--- src/shared/sei_pkg.sv ---
// Package with constants and types of the standard encoder evaluation block.
package sei_pkg;
    // Width of one analog-to-digital conversion result.
    localparam int ADC_WIDTH = 12;
    // Width of the actual position value.
    localparam int POS_WIDTH = 32;
    // Width of the absolute position word taken from the serial link.
    localparam int ABS_WIDTH = 32;
    // Synchroniser depth for inputs from outside the clock domain.
    localparam int SYNC_DEPTH = 3;
    // Serial link clock half period, in ns, and in system clock cycles (40 MHz).
    localparam int LINK_HALF_NS     = 1000;
    localparam int CLK_PERIOD_NS    = 25;
    localparam int LINK_HALF_CYCLES = LINK_HALF_NS / CLK_PERIOD_NS;
    // Idle time before a new serial request, in ns and cycles (rounded up).
    localparam int LINK_IDLE_NS     = 20000;
    localparam int LINK_IDLE_CYCLES = (LINK_IDLE_NS + CLK_PERIOD_NS - 1) / CLK_PERIOD_NS;
    // Quadrant zero in the two-bit phase code {a, b}.
    localparam logic [1:0] QUAD_ZERO = 2'h3;

    // Encoder classes served by the input.
    typedef enum logic [2:0] {
        SEI_SINE_REF,
        SEI_TTL_REF,
        SEI_SINE_BIDIR_21,
        SEI_SINE_BIDIR_22,
        SEI_SINE_ALT_LINK,
        SEI_SINE_SSI
    } sei_class_t;
endpackage : sei_pkg

--- src/design/sei_serial_link.sv ---
// Serial absolute position reader: drives the link clock and shifts in position data.
`timescale 1ns/10ps
module sei_serial_link
    import sei_pkg::*;
#(
    parameter int WIDTH = ABS_WIDTH
) (
    // Clock and reset
    input  wire logic             mclk_i,
    input  wire logic             rst_b_i,
    // Control
    input  wire logic             start_i,
    // Synchronised serial data line
    input  wire logic             data_i,
    // Link clock drive
    output logic                  link_clk_o,
    // Result
    output logic [WIDTH-1:0]      value_o,
    output logic                  done_o
);
    // The shift register needs two bits at least and the bit counter holds 64.
    if (WIDTH < 2 || WIDTH > 64) begin : g_bad_width
        $error("sei_serial_link: WIDTH out of range");
    end

    typedef enum logic [1:0] {LNK_IDLE, LNK_SHIFT, LNK_GAP} sei_lnk_t;

    sei_lnk_t         state;
    logic [15:0]      tick;
    logic [6:0]       bits;
    logic [WIDTH-1:0] shreg;

    // Link clock rests high; data is sampled on each rising edge of the link clock.
    always_ff @(posedge mclk_i or negedge rst_b_i) begin
        if (!rst_b_i) begin
            state      <= LNK_IDLE;
            tick       <= 16'h0000;
            bits       <= 7'h00;
            shreg      <= '0;
            link_clk_o <= 1'b1;
            value_o    <= '0;
            done_o     <= 1'b0;
        end else begin
            done_o <= 1'b0;
            unique case (state)
                LNK_IDLE: begin
                    if (start_i) begin
                        state      <= LNK_SHIFT;
                        tick       <= 16'h0000;
                        bits       <= 7'h00;
                        link_clk_o <= 1'b0;
                    end
                end
                LNK_SHIFT: begin
                    if (tick == 16'(LINK_HALF_CYCLES - 1)) begin
                        tick       <= 16'h0000;
                        link_clk_o <= ~link_clk_o;
                        if (!link_clk_o) begin
                            shreg <= {shreg[WIDTH-2:0], data_i};
                            bits  <= bits + 7'h01;
                            if (bits == 7'(WIDTH - 1)) begin
                                state   <= LNK_GAP;
                                value_o <= {shreg[WIDTH-2:0], data_i};
                                done_o  <= 1'b1;
                            end
                        end
                    end else begin
                        tick <= tick + 16'h0001;
                    end
                end
                LNK_GAP: begin
                    link_clk_o <= 1'b1;
                    if (tick == 16'(LINK_IDLE_CYCLES - 1)) begin
                        state <= LNK_IDLE;
                        tick  <= 16'h0000;
                    end else begin
                        tick <= tick + 16'h0001;
                    end
                end
            endcase
        end
    end
endmodule : sei_serial_link

--- src/design/sei_encoder_eval.sv ---
// Top of the standard encoder evaluation: tracks to actual position value.
//
// Functional notes
// - Serves sine-ref, TTL-ref, sine plus serial classes.
// - Analog tracks arrive as 12-bit conversion results.
// - A leading B counts position upward.
// - Negation setting reverses the counting direction.
// - Reference mark accepted only in quadrant zero.
// - Absolute value only with serial link classes.
`timescale 1ns/10ps
module sei_encoder_eval
    import sei_pkg::*;
#(
    parameter int ADC_W = ADC_WIDTH,
    parameter int POS_W = POS_WIDTH,
    parameter int ABS_W = ABS_WIDTH
) (
    // Clock and reset
    input  wire logic                    mclk_i,
    input  wire logic                    rst_b_i,
    // Configuration
    input  wire logic [2:0]              encoder_class_i,
    input  wire logic                    negate_i,
    input  wire logic                    abs_request_i,
    // Digitised sine tracks, two's complement
    input  wire logic signed [ADC_W-1:0] sine_a_i,
    input  wire logic signed [ADC_W-1:0] sine_b_i,
    input  wire logic signed [ADC_W-1:0] sine_r_i,
    input  wire logic                    sine_valid_i,
    // Square-wave tracks
    input  wire logic                    ttl_a_i,
    input  wire logic                    ttl_b_i,
    input  wire logic                    ttl_r_i,
    // Serial link
    input  wire logic                    encoder_serial_data_pos_i,
    output logic                         encoder_serial_clock_pos_o,
    output logic                         encoder_serial_clock_neg_o,
    // Results
    output logic signed [POS_W-1:0]      position_o,
    output logic [ABS_W-1:0]             abs_position_o,
    output logic                         abs_valid_o,
    output logic                         ref_mark_o,
    output logic                         count_error_o
);
    // Widths that the datapath cannot serve are refused at elaboration.
    if (ADC_W != ADC_WIDTH) begin : g_bad_adc
        $error("sei_encoder_eval: ADC_W must match converter width");
    end
    if (POS_W < 2 || POS_W > 64) begin : g_bad_pos
        $error("sei_encoder_eval: POS_W out of range");
    end
    if (ABS_W < 2 || ABS_W > 64) begin : g_bad_abs
        $error("sei_encoder_eval: ABS_W out of range");
    end
    if (SYNC_DEPTH < 3) begin : g_bad_sync
        $error("sei_encoder_eval: SYNC_DEPTH below three");
    end

    ////////////////////////////////////////////////////////////////////////////
    // Input synchronisers for pin-level signals, one lane per pin.
    localparam int                N_PINS  = 4;
    // Lane order is TTL A, TTL B, TTL R, serial data; the data lane resets high.
    localparam logic [N_PINS-1:0] PIN_RST = 4'h8;

    logic [N_PINS-1:0] pin_raw;
    logic              pin_lvl [N_PINS];
    logic              ttl_a;
    logic              ttl_b;
    logic              ttl_r;
    logic              ser_d;

    assign pin_raw = {encoder_serial_data_pos_i, ttl_r_i, ttl_b_i, ttl_a_i};
    assign ttl_a   = pin_lvl[0];
    assign ttl_b   = pin_lvl[1];
    assign ttl_r   = pin_lvl[2];
    assign ser_d   = pin_lvl[3];

    for (genvar g = 0; g < N_PINS; g++) begin : g_pin
        logic [SYNC_DEPTH-1:0] stage;

        always_ff @(posedge mclk_i or negedge rst_b_i) begin
            if (!rst_b_i) begin
                stage <= '0;
            end else begin
                stage <= {stage[SYNC_DEPTH-2:0], pin_raw[g]};
            end
        end

        // A level is accepted once the last two stages agree.
        always_ff @(posedge mclk_i or negedge rst_b_i) begin
            if (!rst_b_i) begin
                pin_lvl[g] <= PIN_RST[g];
            end else if (stage[SYNC_DEPTH-2] == stage[SYNC_DEPTH-1]) begin
                pin_lvl[g] <= stage[SYNC_DEPTH-1];
            end
        end
    end

    ////////////////////////////////////////////////////////////////////////////
    // Track selection by encoder class.
    // Serial link classes take their incremental tracks from the sine inputs.
    logic is_ttl;
    logic has_abs;
    logic cur_a;
    logic cur_b;
    logic cur_r;

    always_comb begin
        is_ttl  = (encoder_class_i == 3'(SEI_TTL_REF));
        has_abs = (encoder_class_i == 3'(SEI_SINE_BIDIR_21))
               || (encoder_class_i == 3'(SEI_SINE_BIDIR_22))
               || (encoder_class_i == 3'(SEI_SINE_ALT_LINK))
               || (encoder_class_i == 3'(SEI_SINE_SSI));
        // A positive conversion result means a positive track.
        cur_a = is_ttl ? ttl_a : ~sine_a_i[ADC_W-1];
        cur_b = is_ttl ? ttl_b : ~sine_b_i[ADC_W-1];
        cur_r = is_ttl ? ttl_r : ~sine_r_i[ADC_W-1];
    end

    ////////////////////////////////////////////////////////////////////////////
    // Quadrature decoding.
    logic       samp_en;
    logic [1:0] prev_ph;
    logic       prev_r;
    logic       primed;
    logic [1:0] cur_ph;
    logic       step_up;
    logic       step_dn;
    logic       step_bad;

    assign samp_en = is_ttl | sine_valid_i;
    // Gray phase sequence 00 -> 10 -> 11 -> 01 when A leads B.
    assign cur_ph  = {cur_a, cur_b};

    always_comb begin
        step_up  = 1'b0;
        step_dn  = 1'b0;
        step_bad = 1'b0;
        if (samp_en && primed && cur_ph != prev_ph) begin
            unique case ({prev_ph, cur_ph})
                4'h2, 4'hB, 4'hD, 4'h4: step_up = 1'b1;
                4'h1, 4'h7, 4'hE, 4'h8: step_dn = 1'b1;
                default:                step_bad = 1'b1;
            endcase
        end
    end

    always_ff @(posedge mclk_i or negedge rst_b_i) begin
        if (!rst_b_i) begin
            prev_ph <= 2'h0;
            prev_r  <= 1'b0;
            primed  <= 1'b0;
        end else if (samp_en) begin
            prev_ph <= cur_ph;
            prev_r  <= cur_r;
            primed  <= 1'b1;
        end
    end

    ////////////////////////////////////////////////////////////////////////////
    // Position counter, reference mark and error flag.
    // Negation swaps only the step direction; the decoding itself is unchanged.
    always_ff @(posedge mclk_i or negedge rst_b_i) begin
        if (!rst_b_i) begin
            position_o <= '0;
        end else if (step_up) begin
            position_o <= negate_i ? position_o - POS_W'(1) : position_o + POS_W'(1);
        end else if (step_dn) begin
            position_o <= negate_i ? position_o + POS_W'(1) : position_o - POS_W'(1);
        end
    end

    always_ff @(posedge mclk_i or negedge rst_b_i) begin
        if (!rst_b_i) begin
            ref_mark_o <= 1'b0;
        end else begin
            ref_mark_o <= samp_en && primed && cur_r && !prev_r
                       && cur_ph == QUAD_ZERO;
        end
    end

    always_ff @(posedge mclk_i or negedge rst_b_i) begin
        if (!rst_b_i) begin
            count_error_o <= 1'b0;
        end else begin
            count_error_o <= step_bad;
        end
    end

    ////////////////////////////////////////////////////////////////////////////
    // Serial absolute link.
    logic             lnk_clk;
    logic [ABS_W-1:0] lnk_value;
    logic             lnk_done;

    sei_serial_link #(
        .WIDTH (ABS_W)
    ) u_link (
        .mclk_i     (mclk_i),
        .rst_b_i    (rst_b_i),
        .start_i    (abs_request_i & has_abs),
        .data_i     (ser_d),
        .link_clk_o (lnk_clk),
        .value_o    (lnk_value),
        .done_o     (lnk_done)
    );

    always_ff @(posedge mclk_i or negedge rst_b_i) begin
        if (!rst_b_i) begin
            encoder_serial_clock_pos_o <= 1'b1;
            encoder_serial_clock_neg_o <= 1'b0;
            abs_position_o             <= '0;
            abs_valid_o                <= 1'b0;
        end else begin
            encoder_serial_clock_pos_o <= lnk_clk;
            encoder_serial_clock_neg_o <= ~lnk_clk;
            abs_valid_o                <= lnk_done & has_abs;
            if (lnk_done && has_abs) abs_position_o <= lnk_value;
        end
    end
endmodule : sei_encoder_eval

--- config.mk ---
export PLATFORM = sky130hd
export DESIGN_NAME = sei_encoder_eval
export DESIGN_NICKNAME = d
export VERILOG_FILES = /design/src/shared/sei_pkg.sv /design/src/design/sei_serial_link.sv /design/src/design/sei_encoder_eval.sv
export SDC_FILE = /design/constraint.sdc
export NUM_CORES = 1
export LEC_CHECK = 0
export ABC_AREA = 1
export BUFFER_PORTS_ARGS = -buffer_cell sky130_fd_sc_hd__buf_2
export CORE_ASPECT_RATIO = 2
export CORE_MARGIN = 8
export CORE_UTILIZATION = 30
export CTS_CLUSTER_DIAMETER = 30
export DETAILED_ROUTE_END_ITERATION = 10
export PLACE_DENSITY = 0.47
export SLEW_MARGIN = 15
export SYNTH_ARGS = -nofsm -noshare
export SYNTH_HDL_FRONTEND = slang
export SYNTH_HIERARCHICAL = 1
export SYNTH_SLANG_ARGS = --single-unit
export TNS_END_PERCENT = 5
--- constraint.sdc ---
create_clock -name mclk_i -period 2.56 [get_ports mclk_i]
set_input_delay 0.512 -clock mclk_i [delete_from_list [all_inputs] [get_ports mclk_i]]
set_output_delay 0.512 -clock mclk_i [all_outputs]
set_load 0.01 [all_outputs]
Word-level counts from Yosys, hierarchy flattened
Cells that the tools add are included.
- bits in registers: 179
- bits of input ports: 48
- output and inout port bits: 69
- logic and storage cells: 120
- $add $sub $neg: 4
- equality and inequality tests: 29
- multiplexer cells: 34
- bitwise operators: 7
- reductions and logical operators: 21
- operator list (cell ; count):
    $mux W32 ; 4
    $mux W16 ; 3
    $pmux W16 S3 ; 1
    $add A32 B2 Y32 const B ; 1
    $sub A32 B2 Y32 const B ; 1
    $mux W7 ; 3
    $add A16 B1 Y16 const B ; 1
    $eq A16 B10 Y1 const B ; 1
    $eq A16 B6 Y1 const B ; 1
    $eq A4 B4 Y1 const B ; 4
    $mux W1 ; 15
    $pmux W7 S2 ; 1
    $mux W2 ; 5
    $eq A4 B3 Y1 const B ; 2
    $ne A2 B1 Y1 const B ; 4
    $reduce_and A4 Y1 ; 2
    $reduce_or A4 Y1 ; 2
    $reduce_or A8 Y1 ; 1
    $add A7 B1 Y7 const B ; 1
    $eq A7 B5 Y1 const B ; 1
    $eq A3 B2 Y1 const B ; 2
    $eq A3 B3 Y1 const B ; 2
    $logic_and A1 B1 Y1 ; 6
    $pmux W2 S3 ; 1
    other kinds (19) ; 30

Longest topological paths before layout
- word-level depth: 8
- depth in mapped cells: 15
- gate-level depth less buffers: 14

Cells and area by module
Netlist, hierarchy kept.
- by module, submodules not included (module ; instances ; cells an instance ; area an instance (µm²) ; sequential area each (µm²)):
    sei_encoder_eval ; 1 ; 1029 ; 6363.6 ; 2229.6
    sei_serial_link ; 1 ; 489 ; 4332.9 ; 2253.4

Worst setup path after synthesis
Ideal clock, no wire load.
- path type: flip-flop to flip-flop
- from: reg position_o[0]
- to: reg position_o[30]
- setup time: 0.116 ns
- arrival: 1.717 ns
- data required time: 2.444 ns
- setup slack: 0.727 ns
- stages on the path, launching flop included: 14
- buffers on the path: 0
- period minus slack after synthesis: 1.833 ns
- cells stage by stage: dfrtp_1 > inv_1 > ha_1 > nand3_2 > nor2_4 > nand2_1 > o21ai_1 > nand2_1 > nand2_1 > nand2_1 > nand2_1 > nand2_1 > nand2_1 > nand2_1
- word-level cells in the longest chain between the ends: 4
- elaborated cells between the ends (all ways): 6
- classes of those cells: 2 x add/sub; 4 x mux
- ends and longest elaborated chain (item ; RTL line ; source):
    from (decl) ; sei_encoder_eval.sv:39 ; output logic signed [POS_W-1:0] position_o,
    from (signal assigned) ; sei_encoder_eval.sv:167 ; position_o <= negate_i ? position_o - POS_W'(1) : position_o + POS_W'(1);
    from (signal assigned) ; sei_encoder_eval.sv:169 ; position_o <= negate_i ? position_o + POS_W'(1) : position_o - POS_W'(1);
    $sub A32 B2 Y32 / $add A32 B2 Y32 (equally long branches) ; sei_encoder_eval.sv:167, sei_encoder_eval.sv:169 ;
    $mux W32 ; sei_encoder_eval.sv:169 ;
    $mux W32 ; sei_encoder_eval.sv:168 ; end else if (step_dn) begin
    $mux W32 (*) ; sei_encoder_eval.sv:166 ; end else if (step_up) begin
Mark *: on every way between the ends. The rest lies on a longest branch, timed or not. The select of a mux whose other input is x is not followed.
A chain may end at the register's enable or synchronous reset.

Worst setup path after layout
- from: reg position_o[0]
- to: reg position_o[20]
The elaborated chain is that of the path after synthesis.

==> impl_metrics.csv <==
group,metric,value,unit
routing,route.detailed.drc,0,
worst_hold_path,worst_hold_path_class,"in -> reg",
synth,yosysSeqAreaShare,41.9,%
synth,adder_cell_area_share_of_the_yosys_netlist,1.19,%
clock_tree,clk_pin_slew_worst_paths,0.08,ns
global_route,first_global_vias,9038,
synth,synth_top_flop_cell,"dfrtp_1",
global_route,grt_pass1_wl,47.9,mm
synth,yosysWarningCount,6,
setup_path,critPathArrivalTime,2.51,ns
synth,synth_enable_flop_cells,0,
synth,async_flop_share,100,%
clock_tree,cts-buffers-inserted,17,
setup_path,critPathCaptureType,"flop",
die,row_count,98,
timing,achievable-frequency,0.459,GHz
synth,synth_top_family_by_area,"simple AND/OR/NAND/NOR gates",
clock_tree,htree_num_levels,4,
routing,drt_iter0_markers,466,
synth,synthesis.area_per_instance,7.05,um^2
timing,setup_viol,0,
clock_tree,post_cts.resized_instances,0,
synth,post_synth_xor_area_fraction,2.87,%
global_route,antenna_violations_before_repair,0,
routing,total_number_of_vias,9190,
synth,synth.net_count,1573,
timing,timing.final.hold_violations,0,
timing,timing.final.crit_period,2.18,ns
die,floorplan.die.height,283,um
timing,rsz_0062_raised_after_global_routing,"no",
setup_path,crit_path_max_fanout,7,
clock_tree,clockRootBuffer,"clkbuf_16",
setup_path,crit_path_start_kind,"flop",
routing,vias_per_cell,4.50,
clock_tree,cts-root-to-sink-buffers,2,
clock_tree,cts_hold_buffers,1,
routing,detail_route.wirelength,28.5,mm
synth,muxShareOfSynthArea,0,%
timing,worst_pin_slew,0.582,ns
place,dp.final_hpwl,20.6,mm
timing,timing.clock.skew,0.0179,ns
cells_and_area,num-nets-final,1636,
global_route,grt.overflow.total,0,
clock_tree,setup_repair_bufs_after_cts,0,
cells_and_area,fill_cells,3835,
cells_and_area,commonest_cells_after_routing_fill_and_taps_aside,"nand2_1 (587), nor2_1 (192), dfrtp_1 (176), inv_1 (132), nand3_1 (111)",
synth,yosys.cell_types.count,44,
cells_and_area,antenna-diode-count,0,
timing,final_min_period_over_clock_period,85.1,%
synth,synth_cells,1518,
pwr,p_leak,6.05,nW
cells_and_area,utilization,34.4,%
clock_tree,cts.sinks,179,
routing,drt-wirelength-per-cell,14.0,um
status,status,"finished clean",
timing,totalNegativeSetupSlack,0,ns
synth,synth_simple_gate_area_share,38.2,%
global_route,grt_start_max_net_pins,65,
cells_and_area,share_of_cells_above_drive_strength_1,14.7,%
place,finalWeightedCongestion,0.865,
place,placement.io_buffers,83,
die,floorplan.die_area,0.0423,mm^2
timing,max_slew_margin,61.2,%
job,max_cap_viol_count,0,
cells_and_area,final_area,0.0122,mm^2
die,fp.dieW,150,um
clock_tree,cts_tree,"done",
setup_path,critical_path_required,2.89,ns
setup_path,crit_type,"reg -> reg",
die,core,0.0354,mm^2
die,ports,117,
routing,drt-pass1-iter-count,5,
pwr,irDropWorstVdd,0.544,mV
pwr,p_per_area,780,mW/mm^2
synth,synth_area,0.0107,mm^2
global_route,gr-usage-all-layers,14.0,%
routing,antenna_left,0,
cells_and_area,layout.cells.most_common,"nand2_1",
timing,drv_slew,0,
cells_and_area,flow.area_growth_from_synthesis,13.8,%
synth,synth_compound_area_share,7.43,%
place,dpl-instance-area,0.0115,mm^2
clock_tree,worst_skew_late_latency,0.45,ns
die,initial_cell_density_of_the_core,30.2,%
synth,synth-seq-cells,179,
## cells by family after synthesis
group | after synthesis
AO/OA/AOI/OAI | 126
AND/OR/NAND/NOR | 963
flip-flops | 179
adder cells (fa/ha/maj) | 11
XOR/XNOR | 35
buffers and inverters | 204
## critical path: stages, from the launching register on
cell and delay [ns]:
dfrtp_1 0.48, inv_1 0.21, ha_1 0.25, nand3_2 0.14, nor2_4 0.18, buf_4 0.16
nand2_1 0.08, o21ai_1 0.16, nand2_1 0.06, nand2_1 0.05, nand2_1 0.06, nand2_1 0.06
nand2_1 0.06, nand2_1 0.06, nand2_1 0.05
## power by group
group / switching [W] / leakage, nW / internal [W] / total [W]
logic: 0.00199 / 3.37 / 0.00105 / 0.00304
clock network: 0.00141 / 0.294 / 0.00136 / 0.00277
registers: 0.000598 / 2.38 / 0.00310 / 0.00370
## per-stage QoR
| step | hold WS [ns] | worst slack [ns] | cells | power, W |
|---|---|---|---|---|
| after CTS | 0.132 | 0.392 | 2044 | 0.00966 |
| after floorplan | 0.216 | 0.727 | 1518 | 0.00584 |
| after global routing | 0.139 | 0.170 | 2044 | 0.0103 |
| after global placement | 0.333 | 0.200 | 2011 | 0.00683 |
| final | 0.162 | 0.382 | 2044 | 0.00950 |
| after detailed placement | 0.340 | 0.185 | 2011 | 0.00682 |
## metal layers
| layer | track usage (%) | wire (um) |
|---|---|---|
| met3 | 2.00 | 1010 |
| met4 | 4.57 | 447 |
| met2 | 21.9 | 12900 |
| met5 | 0 | 0 |
| met1 | 19.5 | 14100 |
## cells in the mapped netlist (8+ instances only)
master | n | area [um^2]
a21oi_1 | 8 | 40.0
a21oi_2 | 28 | 245
buf_2 | 19 | 95.1
buf_6 | 12 | 135
clkbuf_1 | 23 | 86.3
dfrtp_1 | 176 | 4400
inv_1 | 133 | 499
nand2_1 | 587 | 2200
nand2_2 | 14 | 87.6
nand3_1 | 111 | 556
nand4_1 | 17 | 106
nor2_1 | 192 | 721
nor2_2 | 9 | 56.3
o21ai_0 | 32 | 160
o21ai_1 | 44 | 220
xnor2_1 | 10 | 87.6
xor2_1 | 25 | 219
## state kept, by name, summed over array words and instances (netlist names), 2 cells and up
register        cells
abs_position_o     32
g_pin.stage        12
position_o         32
prev_ph             2
u_link/bits         7
u_link/shreg       31
u_link/state        2
u_link/tick        16
u_link/value_o     32
## final timing paths
kind                                            from            endpoint  slack [ns]  cells past startpoint
setup / recovery                       position_o[0]      position_o[20]        0.38                     14
min in group asynchronous                    rst_b_i  abs_position_o[28]        0.53                      2
hold / removal             encoder_serial_data_pos_i   g_pin[3].stage[0]        0.16                      1
max in group asynchronous                    rst_b_i   u_link/link_clk_o        1.39                      3
hold reg to reg                    g_pin[2].stage[0]   g_pin[2].stage[1]        0.35                      0
setup reg to reg                       position_o[0]      position_o[20]        0.38                     14
## cell type report
cell class                 count  area [um^2]  share of cell area [%]
sequential                   179         4480                    36.8
inverter                     140          529                    4.35
tap                          450          563                    4.62
clock buffer                  18          439                    3.61
clock inverter                14          178                    1.46
multi-input combinational   1135         5320                    43.7
timing repair buffer         108          664                    5.46
Power figures use the tool's default switching activity.
